## src/accel_pkg.sv

```systemverilog
// constants for the accelerometer mode, range and level-detect control
package accel_pkg;
   // register addresses
   localparam logic [7:0] ADDR_X10_LO    = 8'h00;
   localparam logic [7:0] ADDR_X10_HI    = 8'h01;
   localparam logic [7:0] ADDR_Y10_LO    = 8'h02;
   localparam logic [7:0] ADDR_Y10_HI    = 8'h03;
   localparam logic [7:0] ADDR_Z10_LO    = 8'h04;
   localparam logic [7:0] ADDR_Z10_HI    = 8'h05;
   localparam logic [7:0] ADDR_X8        = 8'h06;
   localparam logic [7:0] ADDR_Y8        = 8'h07;
   localparam logic [7:0] ADDR_Z8        = 8'h08;
   localparam logic [7:0] ADDR_STATUS    = 8'h09;
   localparam logic [7:0] ADDR_MODE      = 8'h16;
   localparam logic [7:0] ADDR_CTL1      = 8'h18;
   localparam logic [7:0] ADDR_CTL2      = 8'h19;
   localparam logic [7:0] ADDR_LEVEL_THR = 8'h1A;
   localparam logic [7:0] REG_RESET      = 8'h00;

   // mode_control fields
   localparam int          MODE_LSB       = 0;
   localparam int          RANGE_LSB      = 2;
   localparam int          SELF_TEST_BIT  = 4;
   localparam logic [1:0]  MODE_STANDBY   = 2'h0;
   localparam logic [1:0]  MODE_MEASURE   = 2'h1;
   localparam logic [1:0]  MODE_LEVEL     = 2'h2;
   localparam logic [1:0]  MODE_PULSE     = 2'h3;
   localparam logic [1:0]  RANGE_8G       = 2'h0;
   localparam logic [1:0]  RANGE_2G       = 2'h1;
   localparam logic [1:0]  RANGE_4G       = 2'h2;

   // detect_control_one / two fields
   localparam int X_DISABLE_BIT   = 3;
   localparam int Y_DISABLE_BIT   = 4;
   localparam int Z_DISABLE_BIT   = 5;
   localparam int THR_SIGN_BIT    = 6;
   localparam int FILTER_BW_BIT   = 7;
   localparam int LEVEL_POL_BIT   = 0;

   // status fields
   localparam int STATUS_READY_BIT   = 0;
   localparam int STATUS_OVERRUN_BIT = 1;

   // data formats
   localparam int                 RAW_W        = 10;
   localparam int                 OUT_W        = 8;
   localparam int                 THR_MAG_W    = 7;
   localparam logic signed [10:0] SELF_TEST_Z  = 11'sh040;
   localparam logic signed [10:0] RAW_MAX      = 11'sh1FF;
   localparam logic signed [10:0] RAW_MIN      = -11'sh200;
   localparam logic signed [9:0]  OUT8_MAX     = 10'sh07F;
   localparam logic signed [9:0]  OUT8_MIN     = -10'sh080;

   // timing
   localparam int CLK_HZ          = 200_000_000;
   localparam int RATE_BW_LO_HZ   = 125;
   localparam int RATE_BW_HI_HZ   = 250;
   localparam int DETECT_BW_HZ    = 600;
   localparam int DETECT_RATE_HZ  = 2 * DETECT_BW_HZ;
   localparam int MEAS_LO_CYCLES  = CLK_HZ / RATE_BW_LO_HZ;
   localparam int MEAS_HI_CYCLES  = CLK_HZ / RATE_BW_HI_HZ;
   localparam int DETECT_CYCLES   = CLK_HZ / DETECT_RATE_HZ;
   localparam int PULSE_STEP_US   = 500;
   localparam int TIMER_STEP_US   = 1000;
   localparam int PULSE_STEP_CYCLES = (CLK_HZ / 1_000_000) * PULSE_STEP_US;
   localparam int TIMER_STEP_CYCLES = (CLK_HZ / 1_000_000) * TIMER_STEP_US;
   localparam int PULSE_DUR_MIN_STEPS = 1;
   localparam int PULSE_DUR_MAX_STEPS = 254;
   localparam int LATENCY_MAX_STEPS   = 150;
   localparam int WINDOW_MAX_STEPS    = 250;
   localparam int TIMER_MIN_STEPS     = 1;
endpackage

```

## src/accel_mode_and_level_detect.sv

```systemverilog
// accelerometer mode, range, sample-ready and level-detect control
// Summary of operation
// RQ1: two-bit mode: standby, measure, level, pulse
// RQ2: range code sets 8g, 2g, 4g scaling
// RQ3: range changes apply at once, no mode change
// RQ4: self-test shifts Z output by 1g
// RQ5: standby keeps registers, stops new samples
// RQ6: measure samples continuously, detect interrupts held off
// RQ7: measure rate 125 Hz or 250 Hz
// RQ8: 8-bit has all ranges, 10-bit 8g only
// RQ9: ready pin set, cleared by output read
// RQ10: ready mirrored in status register bit
// RQ11: unread sample overwritten sets overrun bit
// RQ12: level mode: data readable, level interrupt, no timers
// RQ13: level interrupt stays high until cleared
// RQ14: level detection always uses 8g scaling
// RQ15: axis-disable bits D3..D5, reset enabled
// RQ16: compare absolute or signed axis values
// RQ17: motion any-above, freefall all-below
// RQ18: pulse duration 0.5 ms steps up to 127 ms
// RQ19: latency and window in 1 ms steps
// RQ20: threshold resolves 127 count levels
// RQ21: detect modes use 600 Hz bandwidth rate
// RQ22: filter bit picks 62.5 or 125 Hz bandwidth
// RQ23: threshold option: absolute 0, signed 1
// RQ24: polarity: OR above 0, AND below 1
// RQ25: mode register resets to zero
module accel_mode_and_level_detect #(
   parameter int MEAS_LO_CYCLES    = accel_pkg::MEAS_LO_CYCLES,
   parameter int MEAS_HI_CYCLES    = accel_pkg::MEAS_HI_CYCLES,
   parameter int DETECT_CYCLES     = accel_pkg::DETECT_CYCLES,
   parameter int PULSE_STEP_CYCLES = accel_pkg::PULSE_STEP_CYCLES,
   parameter int TIMER_STEP_CYCLES = accel_pkg::TIMER_STEP_CYCLES
) (
   input  wire logic                sys_clk,
   input  wire logic                resetn,
   input  wire logic                clk_en,
   input  wire logic signed [9:0]   x_raw,
   input  wire logic signed [9:0]   y_raw,
   input  wire logic signed [9:0]   z_raw,
   input  wire logic [7:0]          reg_addr,
   input  wire logic                reg_wr,
   input  wire logic                reg_rd,
   input  wire logic [7:0]          reg_wdata,
   output logic [7:0]               reg_rdata,
   output logic                     sample_ready,
   output logic                     level_irq,
   input  wire logic                level_irq_clear,
   output logic                     front_end_on,
   output logic                     pulse_step_tick,
   output logic                     timer_step_tick
);
   localparam int CNT_W = 21;

   typedef struct packed {
      logic [7:0]       mode_control;
      logic [7:0]       detect_control_one;
      logic [7:0]       detect_control_two;
      logic [7:0]       level_threshold;
      logic [9:0]       x_val;
      logic [9:0]       y_val;
      logic [9:0]       z_val;
      logic [7:0]       rdata;
      logic             ready;
      logic             overrun;
      logic             level_hit;
      logic [CNT_W-1:0] sample_cnt;
      logic [CNT_W-1:0] pulse_cnt;
      logic [CNT_W-1:0] timer_cnt;
      logic             pulse_tick;
      logic             timer_tick;
   } state_t;

   state_t s;
   state_t next_s;

   // clamp a 10-bit value into the signed 8-bit output format
   function automatic logic [7:0] sat8(input logic signed [9:0] v);
      if (v > accel_pkg::OUT8_MAX) begin
         return 8'h7F;
      end else if (v < accel_pkg::OUT8_MIN) begin
         return 8'h80;
      end
      return v[7:0];
   endfunction

   // raw is 64 counts/g over 8g; scale to the selected 8-bit range
   function automatic logic [7:0] scale8(input logic [9:0] raw,
                                         input logic [1:0] rng);
      logic signed [9:0] r;
      r = $signed(raw);
      unique case (rng)
         accel_pkg::RANGE_2G: return sat8(r);                 // RQ2
         accel_pkg::RANGE_4G: return sat8(r >>> 1);           // RQ2
         default:             return r[9:2];                  // RQ2
      endcase
   endfunction

   // per-axis threshold test on the 8g scale; {above, below}
   function automatic logic [1:0] axis_cmp(input logic [9:0] raw,
                                           input logic       signed_opt,
                                           input logic [7:0] thr);
      logic signed [7:0] d;
      logic signed [9:0] a;
      logic signed [9:0] t;
      d = raw[9:2];                                           // RQ14
      if (signed_opt) begin                                   // RQ16 RQ23
         a = {{2{d[7]}}, d};
         t = {{2{thr[7]}}, thr};
      end else begin
         a = d[7] ? 10'(-$signed({d[7], d})) : {2'b00, d};
         t = {3'b000, thr[accel_pkg::THR_MAG_W-1:0]};         // RQ20
      end
      return {a > t, a < t};
   endfunction

   logic [1:0]       op_mode;
   logic             detect_mode;
   logic             take;
   logic             out_rd;
   logic [CNT_W-1:0] period_m1;
   logic [9:0]       z_new;
   logic signed [10:0] z_sum;
   logic [2:0]       enabled;
   logic [2:0]       above;
   logic [2:0]       below;
   logic             level_cond;

   assign op_mode     = s.mode_control[accel_pkg::MODE_LSB +: 2];
   assign detect_mode = (op_mode == accel_pkg::MODE_LEVEL) ||
                        (op_mode == accel_pkg::MODE_PULSE);
   assign out_rd      = reg_rd && (reg_addr <= accel_pkg::ADDR_Z8);
   assign enabled     = ~{s.detect_control_one[accel_pkg::Z_DISABLE_BIT],
                          s.detect_control_one[accel_pkg::Y_DISABLE_BIT],
                          s.detect_control_one[accel_pkg::X_DISABLE_BIT]};

   always_comb begin
      // detection runs faster than the measurement filters allow
      if (detect_mode) begin
         period_m1 = CNT_W'(DETECT_CYCLES - 1);               // RQ21
      end else if (s.detect_control_one[accel_pkg::FILTER_BW_BIT]) begin
         period_m1 = CNT_W'(MEAS_HI_CYCLES - 1);              // RQ7 RQ22
      end else begin
         period_m1 = CNT_W'(MEAS_LO_CYCLES - 1);              // RQ7 RQ22
      end
   end

   assign take = (op_mode != accel_pkg::MODE_STANDBY) &&
                 (s.sample_cnt >= period_m1);                 // RQ5 RQ6

   // self-test stimulus adds 1g to Z, saturating at full scale
   always_comb begin
      z_sum = 11'(z_raw) + accel_pkg::SELF_TEST_Z;             // RQ4
      if (!s.mode_control[accel_pkg::SELF_TEST_BIT]) begin
         z_new = z_raw;
      end else if (z_sum > accel_pkg::RAW_MAX) begin
         z_new = accel_pkg::RAW_MAX[9:0];
      end else begin
         z_new = z_sum[9:0];
      end
   end

   always_comb begin
      logic [1:0] cx;
      logic [1:0] cy;
      logic [1:0] cz;
      logic       pol;
      cx = axis_cmp(x_raw, s.detect_control_one[accel_pkg::THR_SIGN_BIT],
                    s.level_threshold);
      cy = axis_cmp(y_raw, s.detect_control_one[accel_pkg::THR_SIGN_BIT],
                    s.level_threshold);
      cz = axis_cmp(z_new, s.detect_control_one[accel_pkg::THR_SIGN_BIT],
                    s.level_threshold);
      pol   = s.detect_control_two[accel_pkg::LEVEL_POL_BIT];
      above = {cz[1], cy[1], cx[1]} & enabled;                // RQ15
      below = {cz[0], cy[0], cx[0]} | ~enabled;               // RQ15
      // with no axis enabled neither condition can fire
      if (pol) begin
         level_cond = (&below) && (|enabled);                 // RQ17 RQ24
      end else begin
         level_cond = |above;                                 // RQ17 RQ24
      end
   end

   always_comb begin
      next_s            = s;
      next_s.pulse_tick = 1'b0;
      next_s.timer_tick = 1'b0;

      if (take) begin
         next_s.sample_cnt = '0;
      end else if (op_mode == accel_pkg::MODE_STANDBY) begin
         next_s.sample_cnt = '0;                              // RQ5
      end else begin
         next_s.sample_cnt = s.sample_cnt + CNT_W'(1);
      end

      // read clears first so a sample landing together wins
      if (out_rd) begin
         next_s.ready   = 1'b0;                               // RQ9
         next_s.overrun = 1'b0;
      end
      if (take) begin
         next_s.x_val = x_raw;
         next_s.y_val = y_raw;
         next_s.z_val = z_new;                                // RQ4
         next_s.ready = 1'b1;                                 // RQ9
         if (s.ready) begin
            next_s.overrun = 1'b1;                            // RQ11
         end
      end

      // level flag is sticky; new hit beats a clear in the same cycle
      if (level_irq_clear) begin
         next_s.level_hit = 1'b0;                             // RQ13
      end
      if (take && detect_mode && level_cond) begin
         next_s.level_hit = 1'b1;                             // RQ12 RQ13
      end
      if (!detect_mode) begin
         next_s.level_hit = 1'b0;                             // RQ6
      end

      // pulse timebases run only in pulse mode; level mode has none
      if (op_mode != accel_pkg::MODE_PULSE) begin
         next_s.pulse_cnt = '0;                               // RQ12
         next_s.timer_cnt = '0;
      end else begin
         if (s.pulse_cnt >= CNT_W'(PULSE_STEP_CYCLES - 1)) begin
            next_s.pulse_cnt  = '0;
            next_s.pulse_tick = 1'b1;                         // RQ18
         end else begin
            next_s.pulse_cnt = s.pulse_cnt + CNT_W'(1);
         end
         if (s.timer_cnt >= CNT_W'(TIMER_STEP_CYCLES - 1)) begin
            next_s.timer_cnt  = '0;
            next_s.timer_tick = 1'b1;                         // RQ19
         end else begin
            next_s.timer_cnt = s.timer_cnt + CNT_W'(1);
         end
      end

      if (reg_wr) begin
         unique case (reg_addr)
            accel_pkg::ADDR_MODE:      next_s.mode_control = reg_wdata; // RQ1 RQ3
            accel_pkg::ADDR_CTL1:      next_s.detect_control_one = reg_wdata;
            accel_pkg::ADDR_CTL2:      next_s.detect_control_two = reg_wdata;
            accel_pkg::ADDR_LEVEL_THR: next_s.level_threshold = reg_wdata;
            default: ;
         endcase
      end

      if (reg_rd) begin
         unique case (reg_addr)
            accel_pkg::ADDR_X10_LO: next_s.rdata = s.x_val[7:0];     // RQ8
            accel_pkg::ADDR_X10_HI: next_s.rdata = {{6{s.x_val[9]}}, s.x_val[9:8]};
            accel_pkg::ADDR_Y10_LO: next_s.rdata = s.y_val[7:0];
            accel_pkg::ADDR_Y10_HI: next_s.rdata = {{6{s.y_val[9]}}, s.y_val[9:8]};
            accel_pkg::ADDR_Z10_LO: next_s.rdata = s.z_val[7:0];
            accel_pkg::ADDR_Z10_HI: next_s.rdata = {{6{s.z_val[9]}}, s.z_val[9:8]};
            accel_pkg::ADDR_X8: next_s.rdata = scale8(s.x_val,
               s.mode_control[accel_pkg::RANGE_LSB +: 2]);       // RQ3
            accel_pkg::ADDR_Y8: next_s.rdata = scale8(s.y_val,
               s.mode_control[accel_pkg::RANGE_LSB +: 2]);
            accel_pkg::ADDR_Z8: next_s.rdata = scale8(s.z_val,
               s.mode_control[accel_pkg::RANGE_LSB +: 2]);
            accel_pkg::ADDR_STATUS: next_s.rdata = {6'h00, s.overrun,
                                                    s.ready};   // RQ10
            accel_pkg::ADDR_MODE:      next_s.rdata = s.mode_control;
            accel_pkg::ADDR_CTL1:      next_s.rdata = s.detect_control_one;
            accel_pkg::ADDR_CTL2:      next_s.rdata = s.detect_control_two;
            accel_pkg::ADDR_LEVEL_THR: next_s.rdata = s.level_threshold;
            default:                   next_s.rdata = 8'h00;
         endcase
      end
   end

   always_ff @(posedge sys_clk or negedge resetn) begin
      if (!resetn) begin
         s <= '0;                                             // RQ25 RQ15
      end else if (clk_en) begin
         s <= next_s;
      end
   end

   assign reg_rdata       = s.rdata;
   assign sample_ready    = s.ready;                          // RQ9
   assign level_irq       = s.level_hit;
   assign front_end_on    = (op_mode != accel_pkg::MODE_STANDBY); // RQ5
   assign pulse_step_tick = s.pulse_tick;
   assign timer_step_tick = s.timer_tick;
endmodule

```

## config.mk

```make
export PLATFORM = sky130hd
export DESIGN_NAME = accel_mode_and_level_detect
export DESIGN_NICKNAME = d
export VERILOG_FILES = /design/src/accel_pkg.sv /design/src/accel_mode_and_level_detect.sv
export SDC_FILE = /design/constraint.sdc
export NUM_CORES = 1
export LEC_CHECK = 0
export ABC_AREA = 1
export BUFFER_PORTS_ARGS = -buffer_cell sky130_fd_sc_hd__clkbuf_2
export CAP_MARGIN = 10
export CORE_UTILIZATION = 56
export DETAILED_ROUTE_END_ITERATION = 12
export HOLD_SLACK_MARGIN = 0.08
export PLACE_DENSITY = 0.88
export SKIP_CTS_REPAIR_TIMING = 1
export SKIP_LAST_GASP = 1
export SYNTH_ARGS = -nofsm -noshare
export SYNTH_HDL_FRONTEND = slang
export SYNTH_SLANG_ARGS = --single-unit
```

## constraint.sdc

```tcl
create_clock -name sys_clk -period 2.44 [get_ports sys_clk]
set_input_delay 0.122 -clock sys_clk [delete_from_list [all_inputs] [get_ports sys_clk]]
set_output_delay 0.122 -clock sys_clk [all_outputs]
set_load 0.02 [all_outputs]
```

==> metrics <==
status=complete, but fails checks; failing checks=negative setup slack; sequential fraction of the synthesis area=36.53%; wirelength, routed=27330 um; max_slew headroom=59.84%; FP Rows=47; crit-path max FO=5; CTS Buf Count=17; first-pass GRT wire length=42490 um; layout cell share with drive strength beyond 1=17.59%; CTS tree=yes; Die Wd=131.9 um; post-DR vias/cell=5.688; Final Setup Violations=1; htree depth=4; reg2reg end=level_irq; Setup TNS=-0.2675 ns; R2R depth=19; mean post-synth cell area=7.333 um2; vias in the first global route=8673; clock slew at reported path FFs=0.06 ns; Core ar.=16520 um2; CTS sink cnt=138; Slew Limit Fails=0; PwrDens=473.1 nW/um2; I/O Buffers=64; Clk Tree Root Cell=clkbuf_16; grt total ovfl=0; First-pass DRT Iterations=6; Avg WL per Cell=16.32 um; Critical-path top delay cell=dfrtp_2; 1st-iter DRT viols=871; most frequent cell after synthesis=nand2_1; Max VDD drop=569.5 uV; clk_skew=0.01109 ns; DIE AREA=17400 um2; synth warn=0; final worst slack=-0.2675 ns; Fmax achieved=369.3 MHz; Cell variety after synth=43; vias=9528; Largest stage delay, worst path=0.45 ns; critical path required time=2.77 ns; final core occ=69.78%; DRC viols=0; Leak=5.539 nW; total power=5.456 mW; fin crit period=2.707 ns; GPL Wtd Cong=1.020; Area contributors post-synth=dfrtp_1 (37%), nand2_1 (11%), ha_1 (7.5%), inv_1 (6.9%), o21ai_0 (5.8%); Setup crit end kind=flip-flop; initial antenna violation count=0; family with the most delay on the worst path=simple AND/OR/NAND/NOR gates; IO Count=65; fin crit share=111.0%; total track usage=30.65%; flops & latches, synth=138; Worst R2R Setup Slack=-0.27 ns; largest net degree at the start of global routing=52; Filler Cell Count=1252; largest area contributor in the netlist=dfrtp_1; RSZ-0062 raised after global routing=true; Post-synth EDFFs=0; Skew-Pair Late Insertion Delay=0.44 ns; cells after synthesis=1289; crit path launch type=flip-flop; ys flop type=dfrtp_1; Die H=131.9 um; Commonest cells post-synth=nand2_1 (270), inv_1 (175), dfrtp_1 (138); Hold Fails Final Rpt=0; Final Non-Filler Cells=1675; CP Class=reg -> reg; Worst Hold Path EP=s[105]; Worst Hold Class=in -> reg; Starting Density=57.20%; Layout area overhead=21.99%; Worst Max-Slew Pin Slew=0.6008 ns; crit path from=s[134]; Hold Crit Depth=3; crit-path cells=nand3_4 > nand2_1 > inv_1 > ha_2 > nand3_2 > o31ai_2 > xor2_1 > ha_1 > nand2_1 > nor2_2 > buf_4 > a211oi_2 > nand2_1 > nand2_1 > nand3_1 > nand2_1 > nand2_1 > nand3_1 > nand2_1; CP most frequent cell=nand2_1; critical path buffer and inverter count=2; Max Buffers Root-to-Sink=2; Synth top area share=36.53%; Final nets=1551; RR Startpoint=s[134]; Worst Path Arrival=3.03 ns; asr flop ratio synth=100.0%; placed insts=1603; antenna cells=0; syn_nets=1398; MaxCap Viol Count=0; ANT nets after route=0; HP Start=x_raw[9]; synthesized area=9453 um2; hpwl dp=19610 um
[power breakdown]
group          internal [mW]  switching (mW)
clock                   1.41            1.05
sequential              2.31          0.0184
combinational          0.265           0.394
[registers in the layout (all words and copies together), names as in the netlist]
| name | flops |
|---|---|
| reg_rdata | 8 |
| sample_ready | 1 |
| level_irq | 1 |
| timer_step_tick | 1 |
| op_mode | 2 |
| pulse_step_tick | 1 |
| s | 124 |
[cell type report]
| cell class | count | area (um2) | area share, % |
|---|---|---|---|
| timing repair buffer | 172 | 1303 | 11.30 |
| clock buffer | 20 | 436.7 | 3.787 |
| inverter | 191 | 716.9 | 6.217 |
| tap | 220 | 275.3 | 2.387 |
| sequential | 138 | 3456 | 29.97 |
| multi-input combinational | 922 | 5225 | 45.31 |
| clock inverter | 12 | 118.9 | 1.031 |
[cells by family after synthesis]
group,count (synthesis),synth area share (%)
AND/OR/NAND/NOR,530,24.77
AO/OA/AOI/OAI,286,17.00
buffers and inverters,229,9.610
flip-flops,138,36.53
adder cells (fa/ha/maj),57,7.545
XOR/XNOR,48,4.447
multiplexers,1,0.1059
[layout by cell type, fill, tap and decap left out, drive strengths merged, types with 2 or more instances in the layout]
master / n
nand2: 275
inv: 194
o21ai: 152
dfrtp: 138
nor2: 124
clkbuf: 85
buf: 81
nand3: 74
a21oi: 59
ha: 57
xor2: 45
o22ai: 28
dlygate4sd3: 26
nand4: 25
nor3: 22
o211ai: 19
a211oi: 6
clkinvlp: 5
nor4: 5
o2111ai: 4
or2: 3
o41ai: 3
xnor2: 3
a221oi: 3
o31ai: 3
clkinv: 3
o21a: 2
a31oi: 2
nand3b: 2
o311ai: 2
[worst min-delay path, stage by stage]
cell      delay [ns]
clkbuf_2        0.09
inv_1           0.09
o21ai_1         0.13
[metal layers]
layer  track usage (%)  share of wire (%)  vias up
li1                  -                  -     4591
met1             41.21                 42     4422
met2             49.09                 47      425
met5                 0                  0        -
met3             5.383                7.3       90
met4             12.60                3.6        0
[worst max path at each step]
stage / to / slack, ns / cells after the start
global placement: level_irq / -0.58 / 29
finish: level_irq / -0.27 / 19
detailed placement: level_irq / -0.65 / 29
floorplan: level_irq / -0.28 / 28
global route: level_irq / -0.49 / 30
CTS: level_irq / -0.28 / 20
[stage by stage]
stage               area (um2)  setup WS (ns)  hold WS [ns]
finish                   11530        -0.2675       0.04592
global route             11530        -0.4921       0.09165
CTS                      10980        -0.2773       -0.4289
detailed placement       10430        -0.6528       0.02999
global placement         10430        -0.5780       0.02955
floorplan                 9468        -0.2833       -0.1736
(Power assumes the default switching activity.)
